File: src/hw/output_compare_map.vh
// Register offsets, field positions, reset values and encodings of the output compare unit.
`ifndef OUTPUT_COMPARE_MAP_VH
`define OUTPUT_COMPARE_MAP_VH
`define OC_ADDR_CONTROL 4'h0
`define OC_ADDR_PRIMARY 4'h4
`define OC_ADDR_SECONDARY 4'h8
`define OC_ADDR_STATUS 4'hC
`define OC_ADDR_MASK 5'h10
`define OC_BIT_ENABLE 15
`define OC_BIT_IDLE_STOP 13
`define OC_BIT_WIDE 5
`define OC_BIT_FAULT 4
`define OC_BIT_TIMEBASE 3
`define OC_CONTROL_WMASK 32'h0000A02F
`define OC_CONTROL_RESET 32'h00000000
`define OC_MODE_OFF 3'h0
`define OC_MODE_SET_HIGH 3'h1
`define OC_MODE_SET_LOW 3'h2
`define OC_MODE_TOGGLE 3'h3
`define OC_MODE_SINGLE 3'h4
`define OC_MODE_CONT 3'h5
`define OC_MODE_PWM 3'h6
`define OC_MODE_PWM_FAULT 3'h7
`define OC_EV_MATCH 0
`define OC_EV_FAULT 1
`define OC_EV_WIDTH 2
`define OC_RESP_OKAY 2'h0
`define OC_RESP_SLVERR 2'h2
`endif

File: src/hw/output_compare_pwm_unit.v
// Output compare and PWM unit with an AXI4-Lite register slave.
//
// Functional notes
// - Unit runs only while control bit 15 enable is one.
// - With bit 13 set, unit halts while the processor idles.
// - Bit 5 selects 32-bit compares; otherwise low 16 bits only.
// - Fault flag bit 4 set by hardware, software writes ignored.
// - Fault flag reads zero outside mode 111.
// - Bit 3 selects second timer when one, first when zero.
// - Mode 111 generates PWM with fault input enabled.
// - Mode 110 generates PWM ignoring fault input.
// - Mode 101 starts low then emits continuous match-driven pulses.
// - Mode 100 starts low then emits exactly one pulse.
// - Mode 011 inverts the output on every primary compare match.
// - Mode 010 starts high and goes low on a match.
// - Mode 001 starts low and goes high on a match.
// - Mode 000 leaves the pin unchanged; primary matches still set the match status flag.
// - Unused control bits ignore writes and read zero.
`include "output_compare_map.vh"
module output_compare_pwm_unit (
    input wire core_clk_i,
    input wire srst_i,
    input wire [31:0] timer_a_count_i,
    input wire [31:0] timer_b_count_i,
    input wire cpu_idle_i,
    input wire fault_n_i,
    output reg compare_output_pin_o,
    output reg irq_o,
    input wire [4:0] s_axi_awaddr_i,
    input wire s_axi_awvalid_i,
    output reg s_axi_awready_o,
    input wire [31:0] s_axi_wdata_i,
    input wire [3:0] s_axi_wstrb_i,
    input wire s_axi_wvalid_i,
    output reg s_axi_wready_o,
    output reg [1:0] s_axi_bresp_o,
    output reg s_axi_bvalid_o,
    input wire s_axi_bready_i,
    input wire [4:0] s_axi_araddr_i,
    input wire s_axi_arvalid_i,
    output reg s_axi_arready_o,
    output reg [31:0] s_axi_rdata_o,
    output reg [1:0] s_axi_rresp_o,
    output reg s_axi_rvalid_i_unused_o,
    output reg s_axi_rvalid_o,
    input wire s_axi_rready_i
);
    reg [31:0] control_ff;
    reg [31:0] primary_ff;
    reg [31:0] secondary_ff;
    reg fault_ff;
    reg [`OC_EV_WIDTH-1:0] status_ff;
    reg [`OC_EV_WIDTH-1:0] mask_ff;
    reg pulse_done_ff;
    reg [2:0] last_mode_ff;
    reg last_on_ff;
    reg [4:0] awaddr_ff;
    reg [31:0] wdata_ff;
    reg [3:0] wstrb_ff;
    reg aw_held_ff;
    reg w_held_ff;

    wire [2:0] mode = control_ff[2:0];
    wire unit_on = control_ff[`OC_BIT_ENABLE];
    wire running = unit_on && !(control_ff[`OC_BIT_IDLE_STOP] && cpu_idle_i);
    wire [31:0] timer_sel = control_ff[`OC_BIT_TIMEBASE] ? timer_b_count_i : timer_a_count_i;
    wire [31:0] cmp_mask = control_ff[`OC_BIT_WIDE] ? 32'hFFFFFFFF : 32'h0000FFFF;
    wire match_pri = running && ((timer_sel & cmp_mask) == (primary_ff & cmp_mask));
    wire match_sec = running && ((timer_sel & cmp_mask) == (secondary_ff & cmp_mask));
    wire fault_act = running && (mode == `OC_MODE_PWM_FAULT) && !fault_n_i;
    // Any change of mode or enable counts as reconfiguration and restarts the mode.
    wire reconfig = (mode != last_mode_ff) || (unit_on != last_on_ff);

    // Write channel: address and data may arrive in either order.
    // A channel counts only once its handshake has happened, so no register changes early.
    wire aw_ok = aw_held_ff || (s_axi_awvalid_i && s_axi_awready_o);
    wire w_ok = w_held_ff || (s_axi_wvalid_i && s_axi_wready_o);
    wire do_write = aw_ok && w_ok && !s_axi_bvalid_o;
    wire [4:0] wr_addr = aw_held_ff ? awaddr_ff : s_axi_awaddr_i;
    wire [31:0] wr_data = w_held_ff ? wdata_ff : s_axi_wdata_i;
    wire [3:0] wr_strb = w_held_ff ? wstrb_ff : s_axi_wstrb_i;
    wire [31:0] strb_mask = {{8{wr_strb[3]}}, {8{wr_strb[2]}}, {8{wr_strb[1]}}, {8{wr_strb[0]}}};
    wire wr_ctrl = do_write && (wr_addr == {1'b0, `OC_ADDR_CONTROL});
    wire wr_pri = do_write && (wr_addr == {1'b0, `OC_ADDR_PRIMARY});
    wire wr_sec = do_write && (wr_addr == {1'b0, `OC_ADDR_SECONDARY});
    wire wr_stat = do_write && (wr_addr == {1'b0, `OC_ADDR_STATUS});
    wire wr_mask = do_write && (wr_addr == `OC_ADDR_MASK);
    wire wr_known = wr_ctrl || wr_pri || wr_sec || wr_stat || wr_mask;

    reg nxt_pin;
    reg nxt_done;
    always @* begin
        nxt_pin = compare_output_pin_o;
        nxt_done = pulse_done_ff;
        if (!unit_on) begin
            nxt_pin = 1'b0;
            nxt_done = 1'b0;
        end else if (reconfig) begin
            nxt_done = 1'b0;
            if (mode == `OC_MODE_SET_LOW) begin
                nxt_pin = 1'b1;
            end else if (mode != `OC_MODE_TOGGLE && mode != `OC_MODE_OFF) begin
                nxt_pin = 1'b0;
            end
        end else if (running) begin
            case (mode)
                `OC_MODE_OFF: begin
                    nxt_pin = compare_output_pin_o;
                end
                `OC_MODE_SET_HIGH: begin
                    if (match_pri) nxt_pin = 1'b1;
                end
                `OC_MODE_SET_LOW: begin
                    if (match_pri) nxt_pin = 1'b0;
                end
                `OC_MODE_TOGGLE: begin
                    if (match_pri) nxt_pin = !compare_output_pin_o;
                end
                `OC_MODE_SINGLE: begin
                    if (!pulse_done_ff && match_pri) nxt_pin = 1'b1;
                    if (compare_output_pin_o && match_sec) begin
                        nxt_pin = 1'b0;
                        nxt_done = 1'b1;
                    end
                end
                `OC_MODE_CONT: begin
                    if (match_pri) nxt_pin = 1'b1;
                    if (match_sec) nxt_pin = 1'b0;
                end
                `OC_MODE_PWM: begin
                    if (match_pri) nxt_pin = 1'b1;
                    if (match_sec) nxt_pin = 1'b0;
                end
                `OC_MODE_PWM_FAULT: begin
                    if (fault_ff || fault_act) begin
                        nxt_pin = 1'b0;
                    end else begin
                        if (match_pri) nxt_pin = 1'b1;
                        if (match_sec) nxt_pin = 1'b0;
                    end
                end
                default: begin
                    nxt_pin = compare_output_pin_o;
                end
            endcase
        end
    end

    // Register read mux.
    reg [31:0] rd_data;
    reg rd_known;
    always @* begin
        rd_data = 32'h00000000;
        rd_known = 1'b1;
        case (s_axi_araddr_i)
            {1'b0, `OC_ADDR_CONTROL}: begin
                rd_data = control_ff & `OC_CONTROL_WMASK;
                rd_data[`OC_BIT_FAULT] = fault_ff && (mode == `OC_MODE_PWM_FAULT);
            end
            {1'b0, `OC_ADDR_PRIMARY}: rd_data = primary_ff;
            {1'b0, `OC_ADDR_SECONDARY}: rd_data = secondary_ff;
            {1'b0, `OC_ADDR_STATUS}: rd_data = {30'h00000000, status_ff};
            `OC_ADDR_MASK: rd_data = {30'h00000000, mask_ff};
            default: rd_known = 1'b0;
        endcase
    end

    always @(posedge core_clk_i) begin
        if (srst_i) begin
            control_ff <= `OC_CONTROL_RESET;
            primary_ff <= 32'h00000000;
            secondary_ff <= 32'h00000000;
            fault_ff <= 1'b0;
            status_ff <= 2'h0;
            mask_ff <= 2'h0;
            pulse_done_ff <= 1'b0;
            last_mode_ff <= 3'h0;
            last_on_ff <= 1'b0;
            compare_output_pin_o <= 1'b0;
            irq_o <= 1'b0;
            awaddr_ff <= 5'h00;
            wdata_ff <= 32'h00000000;
            wstrb_ff <= 4'h0;
            aw_held_ff <= 1'b0;
            w_held_ff <= 1'b0;
            s_axi_awready_o <= 1'b0;
            s_axi_wready_o <= 1'b0;
            s_axi_bvalid_o <= 1'b0;
            s_axi_bresp_o <= `OC_RESP_OKAY;
            s_axi_arready_o <= 1'b0;
            s_axi_rvalid_o <= 1'b0;
            s_axi_rvalid_i_unused_o <= 1'b0;
            s_axi_rdata_o <= 32'h00000000;
            s_axi_rresp_o <= `OC_RESP_OKAY;
        end else begin
            last_mode_ff <= mode;
            last_on_ff <= unit_on;
            compare_output_pin_o <= nxt_pin;
            pulse_done_ff <= nxt_done;
            if (fault_act) begin
                fault_ff <= 1'b1;
            end else if (reconfig) begin
                fault_ff <= 1'b0;
            end
            if (wr_ctrl) begin
                control_ff <= (control_ff & ~(`OC_CONTROL_WMASK & strb_mask))
                    | (wr_data & `OC_CONTROL_WMASK & strb_mask);
            end
            if (wr_pri) primary_ff <= (primary_ff & ~strb_mask) | (wr_data & strb_mask);
            if (wr_sec) secondary_ff <= (secondary_ff & ~strb_mask) | (wr_data & strb_mask);
            if (wr_mask && wr_strb[0]) mask_ff <= wr_data[1:0];
            // Set wins over the write-one-to-clear in the same cycle.
            status_ff <= (status_ff & ~((wr_stat && wr_strb[0]) ? wr_data[1:0] : 2'h0))
                | {fault_act && !fault_ff, match_pri};
            irq_o <= |(status_ff & mask_ff);
            // Write address/data capture; ready is high only while a slot is free.
            s_axi_awready_o <= !aw_held_ff && !s_axi_awready_o && !s_axi_bvalid_o;
            s_axi_wready_o <= !w_held_ff && !s_axi_wready_o && !s_axi_bvalid_o;
            if (s_axi_awvalid_i && s_axi_awready_o && !do_write) begin
                aw_held_ff <= 1'b1;
                awaddr_ff <= s_axi_awaddr_i;
            end
            if (s_axi_wvalid_i && s_axi_wready_o && !do_write) begin
                w_held_ff <= 1'b1;
                wdata_ff <= s_axi_wdata_i;
                wstrb_ff <= s_axi_wstrb_i;
            end
            if (do_write) begin
                aw_held_ff <= 1'b0;
                w_held_ff <= 1'b0;
                s_axi_awready_o <= 1'b0;
                s_axi_wready_o <= 1'b0;
                s_axi_bvalid_o <= 1'b1;
                s_axi_bresp_o <= wr_known ? `OC_RESP_OKAY : `OC_RESP_SLVERR;
            end else if (s_axi_bvalid_o && s_axi_bready_i) begin
                s_axi_bvalid_o <= 1'b0;
            end
            // Read: one cycle arready pulse, data registered the same edge.
            s_axi_arready_o <= s_axi_arvalid_i && !s_axi_arready_o && !s_axi_rvalid_o;
            if (s_axi_arvalid_i && s_axi_arready_o) begin
                s_axi_rvalid_o <= 1'b1;
                s_axi_rdata_o <= rd_data;
                s_axi_rresp_o <= rd_known ? `OC_RESP_OKAY : `OC_RESP_SLVERR;
            end else if (s_axi_rvalid_o && s_axi_rready_i) begin
                s_axi_rvalid_o <= 1'b0;
            end
        end
    end
endmodule // output_compare_pwm_unit

File: config.mk
export PLATFORM = sky130hd
export DESIGN_NAME = output_compare_pwm_unit
export DESIGN_NICKNAME = d
export VERILOG_FILES = /design/src/hw/output_compare_pwm_unit.v
export VERILOG_INCLUDE_DIRS = /design/src /design/src/hw
export SDC_FILE = /design/constraint.sdc
export NUM_CORES = 1
export LEC_CHECK = 0
export BUFFER_PORTS_ARGS = -buffer_cell sky130_fd_sc_hd__buf_4
export CORE_UTILIZATION = 50
export CTS_BUF_LIST = sky130_fd_sc_hd__clkbuf_16
export DETAILED_ROUTE_END_ITERATION = 16
export PLACE_DENSITY = 0.82
export SKIP_LAST_GASP = 1
export SLEW_MARGIN = 20
export SYNTH_ARGS = -nofsm -noshare
export SYNTH_HDL_FRONTEND = slang
export SYNTH_SLANG_ARGS = --single-unit
File: constraint.sdc
create_clock -name core_clk_i -period 5.5 [get_ports core_clk_i]
set_input_delay 0.825 -clock core_clk_i [delete_from_list [all_inputs] [get_ports core_clk_i]]
set_output_delay 0.825 -clock core_clk_i [all_outputs]
set_load 0.01 [all_outputs]
==> flow_summary.json <==
{
  "max_slew_margin_pct": 29.8,
  "drt-pass1-iter-count": 6,
  "timing.critical_path.to_type": "register",
  "period_share_pct": 61.3,
  "multi_input_comb_area_sq_um": 4480,
  "asyncSetResetFlopFracSynth_pct": 0,
  "post_layout_nonfiller_instances": 1281,
  "worst-slew-pin-transition_ns": 1.05,
  "cts_setup_buffers": 0,
  "hp-start": "s_axi_rvalid_o",
  "power_density_nw_per_um2": 279,
  "path_class": "reg -> reg",
  "routed_via_density": 5.74,
  "worstPathArrival_ns": 3.68,
  "ios": 163,
  "synth-seq-cells": 165,
  "seq_area_frac_synth_pct": 40.9,
  "timing.hold.worst_path_depth": 1,
  "std_cell_rows": 46,
  "numCtsBuffers": 17,
  "switching_share_pct": 23.0,
  "areaGrowthSynthToFinish_pct": 23.6,
  "seq_power_share_pct": 44.3,
  "drive_above_1_share_pct": 24.4,
  "r2r-end": "compare_output_pin_o",
  "skew_ns": 0.0115,
  "fin_setup_tns_ns": 0,
  "critical_path.cell_chain": "buf_4 > mux2_2 > nand3_1 > o211ai_1 > or4_4 > nor4b_1 > o21ai_0 > a31oi_1 > o31ai_1",
  "syn_inst": 920,
  "maxCapViolations": 0,
  "overflow": 0,
  "place_congestion": 0.967,
  "routed_wirelength_um": 23500,
  "timing.critical_path.buf_inv": 1,
  "detail_route.wl_per_cell_um": 18.4,
  "portBuffers": 159,
  "critical_path.max_stage_delay_ns": 1.03,
  "required_ns": 5.81,
  "rsz0062_at_grt": "no",
  "synth-edff-count": 0,
  "fmax_mhz": 297,
  "post-dp-hpwl_um": 16300,
  "htree_num_levels": 4,
  "yosysUniqueCellTypes": 59,
  "clkLatencyLatePin_ns": 0.43,
  "run_status": "completed",
  "cts.clk_slew.worst_paths_ns": 0.06,
  "floorplan.core_area_sq_um": 15800,
  "die_area_sq_um": 16700,
  "reg2reg_slack_ns": 2.13,
  "cts_tree": "done",
  "first_global_vias": 7128,
  "hold_path_class": "reg -> reg",
  "power.leakage_uw": 0.00415,
  "drt_first_iter_violations": 743,
  "ant_nets": 0,
  "cpLargestDelayFamily": "flip-flops",
  "synth.yosys.warnings": 0,
  "clock_period_minus_final_worst_setup_slack_ns": 3.37,
  "placedCellCount": 1249,
  "layout.filler_cells": 1349,
  "internal_power_uw": 2140,
  "p_switching_uw": 641,
  "critPathSlowestCell": "sky130_fd_sc_hd__dfxtp_2",
  "crit_path_max_fanout": 25,
  "grt_first_pass_wirelength_um": 36700,
  "irDropWorstVdd_mv": 0.211,
  "finalHoldViolations": 0,
  "globalRouteTotalUtil_pct": 29.0,
  "cell_count_along_the_critical_path": 9,
  "cell_area_after_synthesis_sq_um": 8080,
  "report.final.setup_viol": 0,
  "post_cts.resized_instances": 0,
  "dr_drc_count": 0,
  "largest_net_degree_at_the_start_of_global_routing": 96,
  "clkPwrFrac_pct": 45.6,
  "die_w_um": 129,
  "num-nets-final": 1171,
  "startpoint_type": "register",
  "postSynthAreaPerCell_sq_um": 8.78,
  "ctsRootBufferMaster": "sky130_fd_sc_hd__clkbuf_16",
  "die_height_um": 129,
  "timing_max_transition_violations_final": 0,
  "vias": 7356,
  "antennaDiodeCount": 0,
  "grt_antenna_before_repair": 0,
  "ff_latch_area_sq_um": 3310,
  "combinationalPowerShare_pct": 10.1,
  "synth-main-ff-cell": "sky130_fd_sc_hd__dfxtp_1",
  "floorplan.initialDensity_pct": 51.0,
  "cts-root-to-sink-buffers": 2,
  "worst_reg2reg_path_depth": 9,
  "holdBufCountCts": 0,
  "hold-path-endpoint": "s_axi_arready_o",
  "cts.sinks": 165
}
[worst max-delay path by stage]
| stage | end |
|---|---|
| 6_report | compare_output_pin_o |
| 3_5_place_dp | compare_output_pin_o |
| 3_3_place_gp | compare_output_pin_o |
| 5_1_grt | compare_output_pin_o |
| 2_1_floorplan | register |
| 4_1_cts | compare_output_pin_o |
[cells in the mapped netlist, drive strengths merged, types with 10 or more instances]
cell / n / area (sq um)
xor2: 14 / 123
a22oi: 31 / 233
mux2i: 100 / 1070
a21oi: 83 / 415
nor3: 14 / 70.1
xnor2: 30 / 263
nor2: 164 / 616
nor4: 10 / 77.6
clkbuf: 48 / 180
mux2: 44 / 503
dfxtp: 165 / 3300
o21ai: 13 / 68.8
inv: 12 / 45.0
nand2: 102 / 385
[cell families (layout without fill, tap and decap cells)]
logic type	Yosys count	count (layout)	synth area share, %
simple gates	327	327	17.3
compound gates	171	171	13.6
flops	165	165	40.9
mux	144	144	19.5
buf+inv	68	211	3.78
xor+xnor	44	44	4.77
other cells	1	3	0.0464
[layout make-up]
cell class | count | share of cell area, %
clock buffers | 17 | 4.26
clock inverters | 15 | 1.97
inverters | 12 | 0.451
multi-input cells | 689 | 44.9
flip-flops and latches | 165 | 33.1
well taps | 216 | 2.71
repair buffers | 167 | 12.6
[worst reg2reg max path: cells and delay by family (launching register included)]
family / cells / cell delay, ns
compound gates: 4 / 0.46
buf+inv: 1 / 0.37
flops: 1 / 1.03
mux: 1 / 0.39
simple gates: 3 / 1.00
[metrics by stage]
stage	hold WS (ns)	worst slack (ns)	area (sq um)	total power (uW)	utilization, %
detailed placement	0.443	2.21	9360	1530	59.1
global route	0.464	2.05	9980	2860	63.1
finish	0.448	2.13	9980	2780	63.1
global placement	0.438	2.26	9360	1530	59.1
floorplan	0.433	2.94	8080	1410	-
CTS	0.453	2.14	9980	2790	63.1
[placed cells by master (no fill, tap or decap), types with 12 or more instances in the layout]
master	n
sky130_fd_sc_hd__mux2_2	42
sky130_fd_sc_hd__nor3_1	14
sky130_fd_sc_hd__buf_4	167
sky130_fd_sc_hd__dfxtp_1	163
sky130_fd_sc_hd__clkbuf_16	17
sky130_fd_sc_hd__xnor2_1	30
sky130_fd_sc_hd__nor2_1	162
sky130_fd_sc_hd__mux2i_1	90
sky130_fd_sc_hd__a22oi_1	31
sky130_fd_sc_hd__inv_1	16
sky130_fd_sc_hd__nand2_1	101
sky130_fd_sc_hd__a21oi_1	83
sky130_fd_sc_hd__xor2_1	14
sky130_fd_sc_hd__o21ai_0	12
[power by group through the flow]
stage	Clock (uW)	Combinational [uW]	Sequential, uW
after floorplan	0	153	1260
after global placement	0	274	1260
after detailed placement	0	276	1260
after CTS	1280	279	1230
after global routing	1330	301	1240
final	1270	281	1230
[per-layer routing]
metal	vias up	wire, um	GRT usage (%)
li1	3482	-	-
met3	58	1410	5.37
met1	3503	10200	36.0
met5	-	0	0
met2	313	11100	48.0
met4	0	796	15.1
(Power assumes the default switching activity.)
